**config.mk**
```make
export PLATFORM = sky130hd
export DESIGN_NAME = uie_irq_enable_bank
export DESIGN_NICKNAME = d
export VERILOG_FILES = /design/src/design/uie_pkg.sv /design/src/design/uie_irq_enable_bank.sv /design/src/design/uie_char_timer.sv
export SDC_FILE = /design/constraint.sdc
export NUM_CORES = 1
export LEC_CHECK = 0
export ABC_AREA = 1
export BUFFER_PORTS_ARGS = -buffer_cell sky130_fd_sc_hd__buf_4
export CAP_MARGIN = 15
export CORE_ASPECT_RATIO = 0.75
export CORE_MARGIN = 3
export CORE_UTILIZATION = 44
export CTS_CLUSTER_SIZE = 20
export DETAILED_ROUTE_END_ITERATION = 8
export MAX_ROUTING_LAYER = met4
export PLACE_DENSITY = 0.81
export SLEW_MARGIN = 20
export SYNTH_ARGS = -nofsm -noshare
export SYNTH_HDL_FRONTEND = slang
export SYNTH_SLANG_ARGS = --single-unit
```
**constraint.sdc**
```tcl
create_clock -name CLK_SYS -period 1.9 [get_ports CLK_SYS]
set_clock_uncertainty 0.2 [all_clocks]
set_input_delay 0.38 -clock CLK_SYS [delete_from_list [all_inputs] [get_ports CLK_SYS]]
set_output_delay 0.38 -clock CLK_SYS [all_outputs]
set_load 0.01 [all_outputs]
```
**src/design/uie_pkg.sv**
```systemverilog
// Package for the serial port interrupt enable bank: offsets, fields,
// reset values and timing figures.
// Assumes a 10 MHz system clock and a plain word-wide register port.
package uie_pkg;

    // ----------------------------------------------------------------
    // Register offsets (byte addresses)
    // ----------------------------------------------------------------
    localparam logic [31:0] IRQ_SOURCE_ENABLE_ADDR = 32'he000c004;
    localparam logic [31:0] IRQ_STATUS_ADDR        = 32'he000c040;
    localparam logic [31:0] IRQ_MASK_ADDR          = 32'he000c044;
    localparam logic [31:0] TIMEOUT_STATE_ADDR     = 32'he000c048;

    // ----------------------------------------------------------------
    // Enable field positions and reset values
    // ----------------------------------------------------------------
    localparam int EN_RX_DATA_BIT    = 0;
    localparam int EN_TX_EMPTY_BIT   = 1;
    localparam int EN_LINE_STAT_BIT  = 2;
    localparam int EN_AB_TIMEOUT_BIT = 8;
    localparam int EN_AB_DONE_BIT    = 9;
    localparam logic [31:0] IRQ_SOURCE_ENABLE_RST = 32'h00000000;
    localparam logic [31:0] ENABLE_WMASK          = 32'h00000307;
    localparam logic [4:0]  IRQ_STATUS_RST        = 5'h00;
    localparam logic [4:0]  IRQ_MASK_RST          = 5'h00;
    localparam logic [31:0] UNMAPPED_READ         = 32'h00000000;

    // Event bits of the status and mask registers
    localparam int EV_RX_DATA    = 0;
    localparam int EV_TX_EMPTY   = 1;
    localparam int EV_LINE_STAT  = 2;
    localparam int EV_AB_TIMEOUT = 3;
    localparam int EV_AB_DONE    = 4;
    localparam int NUM_EVENTS    = 5;

    // ----------------------------------------------------------------
    // Timing
    // ----------------------------------------------------------------
    localparam int CLK_PERIOD_NS       = 100;
    localparam int CHAR_BITS           = 10;
    localparam int BAUD_DIV_DEFAULT    = 65;
    // Time-out window in tenths of a character: 3.5 to 4.5 characters
    localparam int TIMEOUT_MIN_TENTHS  = 35;
    localparam int TIMEOUT_MAX_TENTHS  = 45;
    // Character clocks counted: 4, inside the 3.5 to 4.5 window
    localparam int TIMEOUT_CHARS       = (TIMEOUT_MIN_TENTHS + 9) / 10;
    localparam logic [1:0] TRIG_LEVEL_RST = 2'h0;

    // ----------------------------------------------------------------
    // Types
    // ----------------------------------------------------------------
    typedef struct packed {
        logic        wr;
        logic        rd;
        logic [31:0] addr;
        logic [31:0] wdata;
    } uie_bus_req_t;

    typedef struct packed {
        logic line_status;
        logic tx_empty;
        logic ab_timeout;
        logic ab_done;
    } uie_src_t;

    typedef enum logic [1:0] {
        TO_IDLE  = 2'b00,
        TO_COUNT = 2'b01,
        TO_FIRED = 2'b10
    } uie_to_state_t;

endpackage : uie_pkg

```
**src/design/uie_irq_enable_bank.sv**
```systemverilog
// Interrupt enable bank of an asynchronous serial port, with the receive
// data available and character time-out conditions and an interrupt
// status/mask pair feeding one level interrupt.
// Assumes a 10 MHz clock, synchronous inputs, and a register port whose
// read data appear one cycle after the read strobe.
//
// Operation
// - Enable register decoded only with latch-access clear
// - Bit 0 gates data-available and time-out
// - Bit 1 gates transmit-holding-empty interrupt
// - Bit 2 gates receive line status interrupts
// - Bit 8 gates auto-baud time-out interrupt
// - Bit 9 gates auto-baud done interrupt
// - Reserved bits written zero, read back zero
// - Data available at trigger level, drops below
// - Time-out after 3.5-4.5 idle character times
`timescale 1ns/1ns
`default_nettype none
module uie_irq_enable_bank #(
    parameter int FIFO_CNT_W = 5,
    parameter int BAUD_DIV   = uie_pkg::BAUD_DIV_DEFAULT,
    parameter int CHAR_BITS  = uie_pkg::CHAR_BITS
) (
    // Clock and reset
    input  wire logic                  CLK_SYS,
    input  wire logic                  SYS_RST,
    // Register port
    input  wire logic [31:0]           REG_ADDR,
    input  wire logic [31:0]           REG_WDATA,
    input  wire logic                  REG_WR,
    input  wire logic                  REG_RD,
    output logic [31:0]                REG_RDATA,
    // Divisor latch access bit from the line control register
    input  wire logic                  DIVISOR_LATCH_ACCESS,
    // Receive FIFO state
    input  wire logic [FIFO_CNT_W-1:0] RX_FIFO_FILL,
    input  wire logic [1:0]            FIFO_CTRL_TRIG,
    input  wire logic                  RX_FIFO_ACTIVITY,
    // Other pending source conditions
    input  wire uie_pkg::uie_src_t     SRC_PENDING,
    // Gated source requests and interrupt
    output logic                       RX_DATA_AVAILABLE,
    output logic                       CHAR_TIMEOUT_INDICATOR,
    output logic [4:0]                 IRQ_REQ,
    output logic                       IRQ
);

    // ------------------------------------------------------------------
    // Helpers
    // ------------------------------------------------------------------
    // Trigger level from the FIFO control field: 1, 4, 8 or 14 characters
    function automatic logic [FIFO_CNT_W-1:0] trig_level(input logic [1:0] sel);
        logic [FIFO_CNT_W-1:0] lvl;
        lvl = '0;
        unique case (sel)
            2'h0: lvl = FIFO_CNT_W'(1);
            2'h1: lvl = FIFO_CNT_W'(4);
            2'h2: lvl = FIFO_CNT_W'(8);
            2'h3: lvl = FIFO_CNT_W'(14);
        endcase
        return lvl;
    endfunction : trig_level

    function automatic logic addr_is(input logic [31:0] a, input logic [31:0] ref_a);
        return a == ref_a;
    endfunction : addr_is

    // ------------------------------------------------------------------
    // Register decode
    // ------------------------------------------------------------------
    uie_pkg::uie_bus_req_t req;
    assign req.wr    = REG_WR;
    assign req.rd    = REG_RD;
    assign req.addr  = REG_ADDR;
    assign req.wdata = REG_WDATA;

    // With the latch-access bit set the shared address belongs to the divisor
    wire sel_enable = addr_is(req.addr, uie_pkg::IRQ_SOURCE_ENABLE_ADDR)
                      && !DIVISOR_LATCH_ACCESS;
    wire sel_status = addr_is(req.addr, uie_pkg::IRQ_STATUS_ADDR);
    wire sel_mask   = addr_is(req.addr, uie_pkg::IRQ_MASK_ADDR);
    wire sel_tstate = addr_is(req.addr, uie_pkg::TIMEOUT_STATE_ADDR);

    wire wr_enable = req.wr && sel_enable;
    wire wr_status = req.wr && sel_status;
    wire wr_mask   = req.wr && sel_mask;

    // ------------------------------------------------------------------
    // Enable register
    // ------------------------------------------------------------------
    logic [31:0] enable_r;
    logic [31:0] enable_nxt;

    // Reserved positions are not stored; they read back as zero
    assign enable_nxt = wr_enable ? (req.wdata & uie_pkg::ENABLE_WMASK) : enable_r;

    always_ff @(posedge CLK_SYS or posedge SYS_RST) begin
        if (SYS_RST) begin
            enable_r <= uie_pkg::IRQ_SOURCE_ENABLE_RST;
        end else begin
            enable_r <= enable_nxt;
        end
    end

    wire en_rx_data  = enable_r[uie_pkg::EN_RX_DATA_BIT];
    wire en_tx_empty = enable_r[uie_pkg::EN_TX_EMPTY_BIT];
    wire en_line     = enable_r[uie_pkg::EN_LINE_STAT_BIT];
    wire en_ab_to    = enable_r[uie_pkg::EN_AB_TIMEOUT_BIT];
    wire en_ab_done  = enable_r[uie_pkg::EN_AB_DONE_BIT];

    // ------------------------------------------------------------------
    // Receive conditions
    // ------------------------------------------------------------------
    logic        rxd_avail_r;
    logic [15:0] baud_cnt_r;
    logic [15:0] baud_cnt_nxt;
    logic        char_tick_r;
    logic        timeout_hit;
    uie_pkg::uie_to_state_t to_state;

    // Level condition: follows the fill both up and down
    wire rxd_avail_cond = (RX_FIFO_FILL >= trig_level(FIFO_CTRL_TRIG));

    // One character time is CHAR_BITS baud periods of BAUD_DIV clocks
    localparam logic [15:0] CHAR_CLKS = 16'(BAUD_DIV * CHAR_BITS);
    wire baud_wrap = (baud_cnt_r == CHAR_CLKS - 16'h0001);
    // Half-character ticks give the time-out its finer resolution
    wire half_wrap = baud_wrap || (baud_cnt_r == CHAR_CLKS / 16'h0002 - 16'h0001);
    assign baud_cnt_nxt = baud_wrap ? 16'h0000 : baud_cnt_r + 16'h0001;

    always_ff @(posedge CLK_SYS or posedge SYS_RST) begin
        if (SYS_RST) begin
            rxd_avail_r <= 1'b0;
            baud_cnt_r  <= 16'h0000;
            char_tick_r <= 1'b0;
        end else begin
            rxd_avail_r <= rxd_avail_cond;
            baud_cnt_r  <= baud_cnt_nxt;
            char_tick_r <= half_wrap;
        end
    end

    uie_char_timer #(
        .CNT_W (3)
    ) u_char_timer (
        .clk           (CLK_SYS),
        .rst           (SYS_RST),
        .char_tick     (char_tick_r),
        .fifo_activity (RX_FIFO_ACTIVITY),
        .fifo_nonempty (RX_FIFO_FILL != '0),
        .timeout       (timeout_hit),
        .state         (to_state)
    );

    // ------------------------------------------------------------------
    // Gated requests
    // ------------------------------------------------------------------
    // Clearing an enable hides a source but leaves its condition intact
    logic [4:0] pend;
    assign pend[uie_pkg::EV_RX_DATA]    = rxd_avail_r || timeout_hit;
    assign pend[uie_pkg::EV_TX_EMPTY]   = SRC_PENDING.tx_empty;
    assign pend[uie_pkg::EV_LINE_STAT]  = SRC_PENDING.line_status;
    assign pend[uie_pkg::EV_AB_TIMEOUT] = SRC_PENDING.ab_timeout;
    assign pend[uie_pkg::EV_AB_DONE]    = SRC_PENDING.ab_done;

    logic [4:0] gate;
    assign gate[uie_pkg::EV_RX_DATA]    = en_rx_data;
    assign gate[uie_pkg::EV_TX_EMPTY]   = en_tx_empty;
    assign gate[uie_pkg::EV_LINE_STAT]  = en_line;
    assign gate[uie_pkg::EV_AB_TIMEOUT] = en_ab_to;
    assign gate[uie_pkg::EV_AB_DONE]    = en_ab_done;

    wire [4:0] req_nxt = pend & gate;

    logic [4:0] irq_req_r;
    logic       rxd_out_r;
    logic       tmo_out_r;

    always_ff @(posedge CLK_SYS or posedge SYS_RST) begin
        if (SYS_RST) begin
            irq_req_r <= 5'h00;
            rxd_out_r <= 1'b0;
            tmo_out_r <= 1'b0;
        end else begin
            irq_req_r <= req_nxt;
            rxd_out_r <= rxd_avail_r && en_rx_data;
            tmo_out_r <= timeout_hit && en_rx_data;
        end
    end

    assign IRQ_REQ                = irq_req_r;
    assign RX_DATA_AVAILABLE      = rxd_out_r;
    assign CHAR_TIMEOUT_INDICATOR = tmo_out_r;

    // ------------------------------------------------------------------
    // Sticky status and mask
    // ------------------------------------------------------------------
    logic [4:0] status_r;
    logic [4:0] status_nxt;
    logic [4:0] mask_r;
    logic [4:0] req_prev_r;

    // Rising edge of a gated request is the event; set wins over clear
    wire [4:0] ev_set = irq_req_r & ~req_prev_r;
    wire [4:0] clr    = wr_status ? req.wdata[4:0] : 5'h00;
    assign status_nxt = (status_r & ~clr) | ev_set;

    always_ff @(posedge CLK_SYS or posedge SYS_RST) begin
        if (SYS_RST) begin
            status_r   <= uie_pkg::IRQ_STATUS_RST;
            mask_r     <= uie_pkg::IRQ_MASK_RST;
            req_prev_r <= 5'h00;
        end else begin
            status_r   <= status_nxt;
            req_prev_r <= irq_req_r;
            if (wr_mask) begin
                mask_r <= req.wdata[4:0];
            end
        end
    end

    assign IRQ = |(status_r & mask_r);

    // ------------------------------------------------------------------
    // Read data
    // ------------------------------------------------------------------
    logic [31:0] rd_mux;
    always_comb begin
        rd_mux = uie_pkg::UNMAPPED_READ;
        if (sel_enable) begin
            rd_mux = enable_r;
        end else if (sel_status) begin
            rd_mux = {27'h0, status_r};
        end else if (sel_mask) begin
            rd_mux = {27'h0, mask_r};
        end else if (sel_tstate) begin
            rd_mux = {24'h0, 2'h0, 1'b0, timeout_hit, rxd_avail_r, 1'b0, to_state};
        end
    end

    logic [31:0] rdata_r;
    always_ff @(posedge CLK_SYS or posedge SYS_RST) begin
        if (SYS_RST) begin
            rdata_r <= 32'h00000000;
        end else if (req.rd) begin
            rdata_r <= rd_mux;
        end else begin
            rdata_r <= 32'h00000000;
        end
    end

    assign REG_RDATA = rdata_r;

endmodule : uie_irq_enable_bank
`default_nettype wire

```
**src/design/uie_char_timer.sv**
```systemverilog
// Character time-out detector for the receive FIFO.
// Assumes a one-cycle half-character pulse from the baud divider and a
// one-cycle activity pulse on every FIFO read or write.
`timescale 1ns/1ns
`default_nettype none
module uie_char_timer #(
    parameter int CNT_W = 3
) (
    // Clock and reset
    input  wire logic                    clk,
    input  wire logic                    rst,
    // Character tick and FIFO state
    input  wire logic                    char_tick,
    input  wire logic                    fifo_activity,
    input  wire logic                    fifo_nonempty,
    // Result
    output logic                         timeout,
    output uie_pkg::uie_to_state_t       state
);

    uie_pkg::uie_to_state_t state_r;
    uie_pkg::uie_to_state_t state_nxt;
    logic [CNT_W-1:0]       cnt_r;
    logic [CNT_W-1:0]       cnt_nxt;

    // Ticks come every half character, so counting twice the character limit
    // fires 3.5 to 4 characters after the last activity; whole-character
    // ticks would let it fire after barely three.
    wire limit_hit = (cnt_r == CNT_W'(2 * uie_pkg::TIMEOUT_CHARS - 1)) && char_tick;

    always_comb begin
        state_nxt = state_r;
        cnt_nxt   = cnt_r;
        unique case (state_r)
            uie_pkg::TO_IDLE: begin
                cnt_nxt = '0;
                if (fifo_nonempty && !fifo_activity) begin
                    state_nxt = uie_pkg::TO_COUNT;
                end
            end
            uie_pkg::TO_COUNT: begin
                if (fifo_activity || !fifo_nonempty) begin
                    state_nxt = uie_pkg::TO_IDLE;
                    cnt_nxt   = '0;
                end else if (limit_hit) begin
                    state_nxt = uie_pkg::TO_FIRED;
                end else if (char_tick) begin
                    cnt_nxt = cnt_r + CNT_W'(1);
                end
            end
            uie_pkg::TO_FIRED: begin
                // Any FIFO activity clears the indication
                if (fifo_activity || !fifo_nonempty) begin
                    state_nxt = uie_pkg::TO_IDLE;
                end
            end
            default: begin
                state_nxt = uie_pkg::TO_IDLE;
            end
        endcase
    end

    always_ff @(posedge clk or posedge rst) begin
        if (rst) begin
            state_r <= uie_pkg::TO_IDLE;
            cnt_r   <= '0;
        end else begin
            state_r <= state_nxt;
            cnt_r   <= cnt_nxt;
        end
    end

    assign timeout = (state_r == uie_pkg::TO_FIRED);
    assign state   = state_r;

endmodule : uie_char_timer
`default_nettype wire

```
==> flow_summary.ini, run 1 <==
[route]
ant_nets = 0
drt_iter0_markers = 148
drc = 0
dr.pass1.iters = 5
via_per_inst = 4.801
routed_wirelength_mm = 6.740
num_vias = 2655
wl_per_cell_um = 12.19

[cts]
path_clk_slew_ns = 0.07
root_buffer = clkbuf_8
insertion_delay_ns = 0.34
htreeDepth = 3
cts_made_buffers = 9
cts_buffer_depth = 2
cts_tree = done
clock_sinks = 57

[synth]
synth_top_area_frac = 0.4655
synthFlopType = dfrtp_1
seq_area_frac_synth = 0.4655
synth_area_um2 = 3064
synth.top_cells.by_area = dfrtp_1 (47%), inv_1 (8.5%), nand2_1 (8.0%), buf_4 (6.1%), nor2_1 (4.2%)
synth_top_area_cell = dfrtp_1
yosysWarnings = 0
ys_ff_latch = 57
syn_avg_cell_area_um2 = 8.259
synthDistinctLibCells = 33
synthCells = 371
synth_edf_count = 0
async_reset_ff_frac = 1.000

[layout]
fill_cells = 541
nNetsFinal = 557
layout_common_cells = buf_4 (82), inv_1 (67), nand2_1 (63)
final_common_cell = buf_4
drive_gt1_frac = 0.2775
final_core_util = 0.6128
num_antenna_cells = 0
multi_input_area_um2 = 1313
instances_no_fill = 553
syn2layout_area_growth_pct = 30.75
regArea_um2 = 1426
final_area_um2 = 4006

[critical_path]
crit_path_end_kind = output port
critical_path_peak_fanout = 2
worstReg2RegStart = baud_cnt_r[1]$_DFF_PP0_
criticalPathCategory = reg -> out
critPathRequiredTime_ns = 1.32
crit_start = status_r[1]$_DFF_PP0_
cp.arrival_ns = 1.30
startpoint_type = flip-flop

[grt]
grt_max_degree = 58
grt_pass1_wl_mm = 10.74
grt_overflow = 0
grt_pass1_vias = 2441
antenna_found_initial = 0
grtUsageTotal = 0.1747

[place]
gp_congestion = 0.9249
port_buffers = 70
dp_hpwl_mm = 4.795
post_dp_cell_area_um2 = 3645
dp_cells = 524
dp_slack_ns = 0.04700

[sta]
timing.final.ws_setup_ns = 0.01697
setup_tns_ns = 0
hold_ws_ns = 0.02278
hold_viol = 0
rsz0062_at_grt = true
fin_crit_ns = 1.883
setup_viol = 0
fin_crit_sh = 0.9911
finalMaxSlewViolations = 0
fmax_ghz = 0.5311

[floorplan]
fp.dieW_um = 102.4
initial_utilization = 0.4687
rows = 25
coreArea_um2 = 6538
ios = 121
die_h_um = 78.27
dieArea_um2 = 8012

[pwr]
ir_worst_vdd_mv = 0.3456
powerDensity_nw_per_um2 = 675.9
p_total_mw = 2.708
leakagePower_nw = 2.118

[hold_path]
hold_path_class = in -> reg
worstHoldStart = SRC_PENDING[0]

[run_status]
outcome = finished, final reports clean

[flow_run]
maxCapViolations = 0
-- repair_timing --
action                                  4_1_cts  5_1_grt
gates resized for setup                       1        9
endpoints found under the hold margin        57        0
buffers inserted                              3        9
endpoints found under the setup margin        1        5
hold buffers                                  1        0
pin swaps                                     0        6
-- sequential cells by signal, indices dropped and copies added (netlist names) --
| register | count |
|---|---|
| u_char_timer.state | 2 |
| RX_DATA_AVAILABLE | 1 |
| enable_r | 5 |
| status_r | 5 |
| REG_RDATA | 7 |
| baud_cnt_r | 16 |
| u_char_timer.cnt_r | 3 |
| rxd_avail_r | 1 |
| mask_r | 5 |
| char_tick_r | 1 |
| CHAR_TIMEOUT_INDICATOR | 1 |
| req_prev_r | 5 |
| IRQ_REQ | 5 |
-- per-layer routing --
metal  global-route usage  routed length, µm  vias to the layer above
met4              0.03408                 97                        0
li1                     -                  -                     1302
met5                    -                  0                        -
met1               0.2024               2624                     1219
met3              0.06750                599                       14
met2               0.2912               3418                      120
-- power breakdown --
group / internal, mW / switching (mW)
combinational: 0.0973 / 0.104
sequential: 1.22 / 0.00182
clock: 0.751 / 0.539
-- synthesized netlist by cell type, drive strengths merged (2+ instances only) --
cell type and n:
ha 9, nor2 44, nor3 5, dfrtp 57
nand2 70, a21oi 12, buf 25, nor4 2
xor2 5, nand3 23, nand4 5, inv 69
o21ai 35
-- worst paths after layout --
check,endpoint,slack [ns],depth (start not counted)
max,IRQ,0.02,5
min,IRQ_REQ[4]$_DFF_PP0_,0.02,3
max reg2reg,baud_cnt_r[14]$_DFF_PP0_,0.07,8
min reg2reg,req_prev_r[2]$_DFF_PP0_,0.21,0
max in group asynchronous,u_char_timer.cnt_r[0]$_DFFE_PP0P_,0.80,4
min in group asynchronous,req_prev_r[2]$_DFF_PP0_,0.47,4
-- cell type report --
cell class	instances	share of cell area
Sequential cell	57	0.3560
Multi-Input combinational cell	244	0.3276
Timing Repair Buffer	86	0.1690
Inverter	69	0.06558
Clock buffer	9	0.03092
Clock inverter	7	0.02561
Tap cell	81	0.02530
-- critical path: stages, from the launching register on --
cell      delay, ns
dfrtp_1        0.39
nand2_1        0.09
nand2_2        0.07
a221oi_2       0.19
nand2_1        0.10
buf_6          0.13
-- cells by family (layout without fill, tap and decap cells) --
logic type	count (synthesis)	count (layout)	share of synthesized area
adder cells (fa/ha/maj)	9	9	0.03675
XOR/XNOR	6	6	0.01715
flip-flops	57	57	0.4655
buffers and inverters	94	171	0.1458
AO/OA/AOI/OAI	52	52	0.09065
other	1	25	0.001224
AND/OR/NAND/NOR	152	152	0.2430
(Power assumes the default switching activity.)
==> run 2: changes to the inputs <==
- clock period: 1.9 -> 1.5 ns (I/O delays scaled with it)
==> flow_summary.ini, run 2 (synthesis results as in run 1) <==
[layout]
layout_common_cells = buf_4 (105), inv_1 (64), dfrtp_1 (56), nand2_1 (56), conb_1 (25)
num_antenna_cells = 0
final_common_cell = buf_4
syn2layout_area_growth_pct = 49.61
nNetsFinal = 596
largest_reg_flops = 16
top_register = baud_cnt_r
drive_gt1_frac = 0.3973

[run_status]
outcome = finished, violations left
violations = negative setup slack

[cts]
path_clk_slew_ns = 0.07
htreeDepth = 3
cts_tree = done
cts_made_buffers = 9
cts_buffer_depth = 2
clock_sinks = 57
insertion_delay_ns = 0.34
root_buffer = clkbuf_8

[route]
num_vias = 2784
drc = 0
dr.pass1.iters = 4
routed_wirelength_mm = 7.525
wl_per_cell_um = 12.71
via_per_inst = 4.703
ant_nets = 0
drt_iter0_markers = 149

[floorplan]
rows = 25
dieArea_um2 = 8012
die_h_um = 78.27
coreArea_um2 = 6538
initial_utilization = 0.4687
fp.dieW_um = 102.4
ios = 121

[critical_path]
slowest_delay_ns = 0.41
crit_top_cell = buf_6
worstReg2RegStart = baud_cnt_r[0]$_DFF_PP0_
cp.arrival_ns = 1.89
crit_path_top_delay_cell = dfrtp_1
criticalPathCategory = reg -> reg
rr_endpoint = baud_cnt_r[9]$_DFF_PP0_
path_cells = buf_4 -> buf_6 -> buf_6 -> buf_6 -> ha_4 -> nand3_2 -> nor2_2 -> nand2_2 -> buf_6 -> o21ai_1 -> a21oi_1
crit_start = baud_cnt_r[0]$_DFF_PP0_
critical_path_peak_fanout = 3
startpoint_type = flip-flop
crit_end = baud_cnt_r[9]$_DFF_PP0_
crit_path_end_kind = flip-flop
r2r_setup_slack_ns = -0.33
worstRegToRegCells = 11
critPathRequiredTime_ns = 1.56

[sta]
fin_crit_sh = 1.219
fmax_ghz = 0.5469
fin_crit_ns = 1.828
finalMaxSlewViolations = 0
timing.final.ws_setup_ns = -0.3285
setup_viol = 17
hold_viol = 0
setup_tns_ns = -3.788
rsz0062_at_grt = true

[place]
port_buffers = 70
dp_hpwl_mm = 5.154
gp_congestion = 0.9192

[pwr]
seq_power_share = 0.445
leakagePower_nw = 2.385
powerDensity_nw_per_um2 = 756.0
pwr-share-clk = 0.469
p_switching_uw = 829.3
p_total_mw = 3.466
switching_share = 0.2393
pwr-share-comb = 0.086
p_int_mw = 2.636
ir_worst_vdd_mv = 0.3940

[grt]
grtUsageTotal = 0.1921
grt_max_degree = 58
grt_pass1_wl_mm = 11.83
grt_pass1_vias = 2746
antenna_found_initial = 0
grt_overflow = 0

[flow_run]
maxCapViolations = 0

[hold_path]
hold_path_class = in -> reg
hold_path_depth = 3
-- run 2: cell count changes in the layout (fill, tap and decap cells not counted), moves of 4 or more --
cell / before / now
nor2_4: 7 / 16
o21ai_1: 11 / 22
nor2_1: 33 / 21
o21ai_2: 1 / 5
buf_4: 82 / 105
nand3_2: 2 / 6
o21ai_0: 23 / 8
nand3_1: 20 / 15
nand2_1: 63 / 56
nand2_2: 6 / 10
dlygate4sd3_1: 1 / 8
buf_6: 1 / 10
-- run 2: worst min path at each step --
stage                                  endpoint            startpoint
5_1_grt                  REG_RDATA[9]$_DFF_PP0_                REG_RD
3_3_place_gp               IRQ_REQ[1]$_DFF_PP0_               SYS_RST
3_5_place_dp            req_prev_r[4]$_DFF_PP0_  IRQ_REQ[4]$_DFF_PP0_
2_1_floorplan  CHAR_TIMEOUT_INDICATOR$_DFF_PP0_               SYS_RST
6_report                 REG_RDATA[9]$_DFF_PP0_                REG_RD
4_1_cts                  REG_RDATA[9]$_DFF_PP0_                REG_RD
-- run 2: timing repair --
item,in CTS,in global routing
pin swaps,12,19
buffers inserted,7,9
endpoints found under the setup margin,17,30
gates resized for setup,38,27
hold endpoints to repair,64,0
hold buffers,8,0
-- run 2: metrics by stage --
step	hold slack, ns	setup WS (ns)	area [µm²]	util	instances
CTS	0.02135	-0.3052	4429	0.6775	583
finish	0.03929	-0.3285	4584	0.7012	592
global route	0.02880	-0.4173	4584	0.7012	592
floorplan	0.1868	-0.1295	3238	-	395
detailed placement	0.1894	-0.2660	3935	0.6019	552
global placement	0.1952	-0.2182	3935	0.6019	552
-- run 2: power groups by stage --
stage               Sequential, mW  Clock, mW  Combinational, mW
global route                  1.54       1.74              0.330
CTS                           1.54       1.66              0.296
floorplan                     1.57          0              0.165
detailed placement            1.57          0              0.276
global placement              1.57          0              0.269
finish                        1.54       1.63              0.298
-- run 2: per-layer routing --
layer | vias to the layer above | wire [µm] | track usage
met1 | 1301 | 3099 | 0.2184
met3 | 12 | 424 | 0.05506
met4 | 0 | 114 | 0.05898
li1 | 1384 | - | -
met2 | 87 | 3887 | 0.3281
met5 | - | 0 | -
-- run 2: worst max-delay path: cells and delay by family, from the launching register on --
family                     cells  cell delay (ns)
buffers and inverters          5             0.59
AOI/OAI and AO/OA              2             0.17
adders and majority gates      1             0.15
DFF                            1             0.41
and+or+nand+nor                3             0.23
-- run 2: area by class of cell --
class | count | area, µm²
multi-input combinational | 244 | 1540
timing repair buffer | 125 | 1021
tap | 81 | 101.3
clock inverter | 7 | 102.6
clock buffer | 9 | 123.9
fill | 459 | 1953
sequential | 57 | 1428
inverter | 69 | 267.8
==> run 3: changes to the inputs <==
- CTS_BUF_LIST: default -> sky130_fd_sc_hd__clkbuf_16
==> flow_summary.ini, run 3 (synthesis results as in run 1) <==
[place]
port_buffers = 70
gp_congestion = 0.9192
dp_hpwl_mm = 5.154
post_dp_cell_area_um2 = 3935

[sta]
finalMaxSlewViolations = 0
setup_viol = 17
rsz0062_at_grt = true
hold_ws_ns = 0.02174
fin_crit_sh = 1.220
timing.final.ws_setup_ns = -0.3300
fmax_ghz = 0.5464
fin_crit_ns = 1.830
hold_viol = 0

[critical_path]
critPathRequiredTime_ns = 1.00
startpoint_type = flip-flop
r2r_setup_slack_ns = -0.28
rr_endpoint = baud_cnt_r[14]$_DFF_PP0_
crit_path_end_kind = output port
criticalPathCategory = reg -> out
worstReg2RegStart = baud_cnt_r[0]$_DFF_PP0_
path_cells = nand2_1 -> nand2_1 -> a221oi_2 -> nand2_1 -> buf_6
cp_num_buf_inv = 1
worstRegToRegCells = 8
crit_top_cell = nand2_1
critical_path_peak_fanout = 2
crit_path_top_delay_cell = dfrtp_1
cpLargestDelayFamily = flip-flops
slowest_delay_ns = 0.37
cp.arrival_ns = 1.33

[pwr]
ir_worst_vdd_mv = 0.6236
leakagePower_nw = 2.471
p_total_mw = 4.082
powerDensity_nw_per_um2 = 859.5

[hold_path]
hold_path_class = in -> reg
worstHoldStart = REG_WDATA[9]
min_to = enable_r[9]$_DFFE_PP0P_
hold_path_depth = 3

[grt]
grtUsageTotal = 0.1975
grt_overflow = 0
grt_pass1_vias = 2775
antenna_found_initial = 0
grt_max_degree = 58
grt_pass1_wl_mm = 12.09

[floorplan]
coreArea_um2 = 6538
ios = 121
die_h_um = 78.27
initial_utilization = 0.4687
dieArea_um2 = 8012
rows = 25
fp.dieW_um = 102.4

[route]
routed_wirelength_mm = 7.973
drc = 0
dr.pass1.iters = 5
wl_per_cell_um = 13.42
ant_nets = 0
drt_iter0_markers = 129
via_per_inst = 4.766
num_vias = 2831

[cts]
cts_buffer_depth = 2
htreeDepth = 3
clock_sinks = 57
insertion_delay_ns = 0.33
cts_made_buffers = 9
path_clk_slew_ns = 0.05
cts_tree = done
root_buffer = clkbuf_16

[run_status]
violations = negative setup slack
outcome = finished, violations left

[layout]
final_core_util = 0.7265
top_register = baud_cnt_r
num_antenna_cells = 0
layout_common_cells = buf_4 (104), inv_1 (63), dfrtp_1 (57)
largest_reg_flops = 16
drive_gt1_frac = 0.4152
nNetsFinal = 598
syn2layout_area_growth_pct = 55.00
final_area_um2 = 4750
final_common_cell = buf_4

[flow_run]
maxCapViolations = 0
[run 3: power breakdown]
part | switching, mW | total (mW) | internal [mW]
logic | 0.160 | 0.311 | 0.151
clock network | 0.758 | 2.23 | 1.47
registers | 0.00187 | 1.54 | 1.54
[run 3: area by class of cell]
type | instances | area (µm²)
sequential | 57 | 1426
inverter | 69 | 267.8
timing repair buffer | 127 | 1049
fill | 422 | 1788
clock buffer | 9 | 225.2
tap | 81 | 101.3
clock inverter | 7 | 102.6
multi-input combinational | 244 | 1578
[run 3: layer usage]
layer  routed length [µm]  vias to the layer above  GRT usage  share of wire
met3                  450                       14    0.05950          0.056
met2                 4104                       85     0.3320           0.51
li1                     -                     1390          -              -
met4                  139                        0    0.06422          0.017
met5                    0                        -          -              0
met1                 3279                     1342     0.2258           0.41
[run 3: worst max-delay path by stage]
stage	endpoint	startpoint	depth (start not counted)	slack, ns
final	IRQ	status_r[1]$_DFF_PP0_	5	-0.33
after global routing	baud_cnt_r[14]$_DFF_PP0_	baud_cnt_r[0]$_DFF_PP0_	8	-0.41
after CTS	IRQ	status_r[0]$_DFF_PP0_	5	-0.28
after detailed placement	status_r[2]$_DFF_PP0_	REG_ADDR[9]	9	-0.27
after global placement	status_r[2]$_DFF_PP0_	REG_ADDR[9]	9	-0.22
after floorplan	baud_cnt_r[14]$_DFF_PP0_	baud_cnt_r[0]$_DFF_PP0_	8	-0.13
[run 3: worst reg2reg max path, cell delays in order (launching register included)]
cell and delay (ns):
dfrtp_1 0.38, ha_2 0.20, nand3_2 0.08, nor2_2 0.12
inv_2 0.06, nor2_4 0.09, nand4_1 0.17, nor3_2 0.25
xor2_1 0.15
[run 3: timing repair]
action,4_1_cts,5_1_grt
hold buffers,7,0
resized for setup,36,43
buffers inserted,10,9
setup endpoints to repair,18,34
gates cloned,0,0
endpoints found under the hold margin,63,0
pin swaps,14,29
[run 3: per-stage QoR]
stage               setup TNS, ns  std cells  setup WS, ns
floorplan                 -0.4084        395       -0.1295
global placement           -5.158        552       -0.2182
detailed placement         -6.400        552       -0.2660
CTS                        -1.674        585       -0.2756
global route               -4.838        594       -0.4110
finish                     -2.974        594       -0.3300
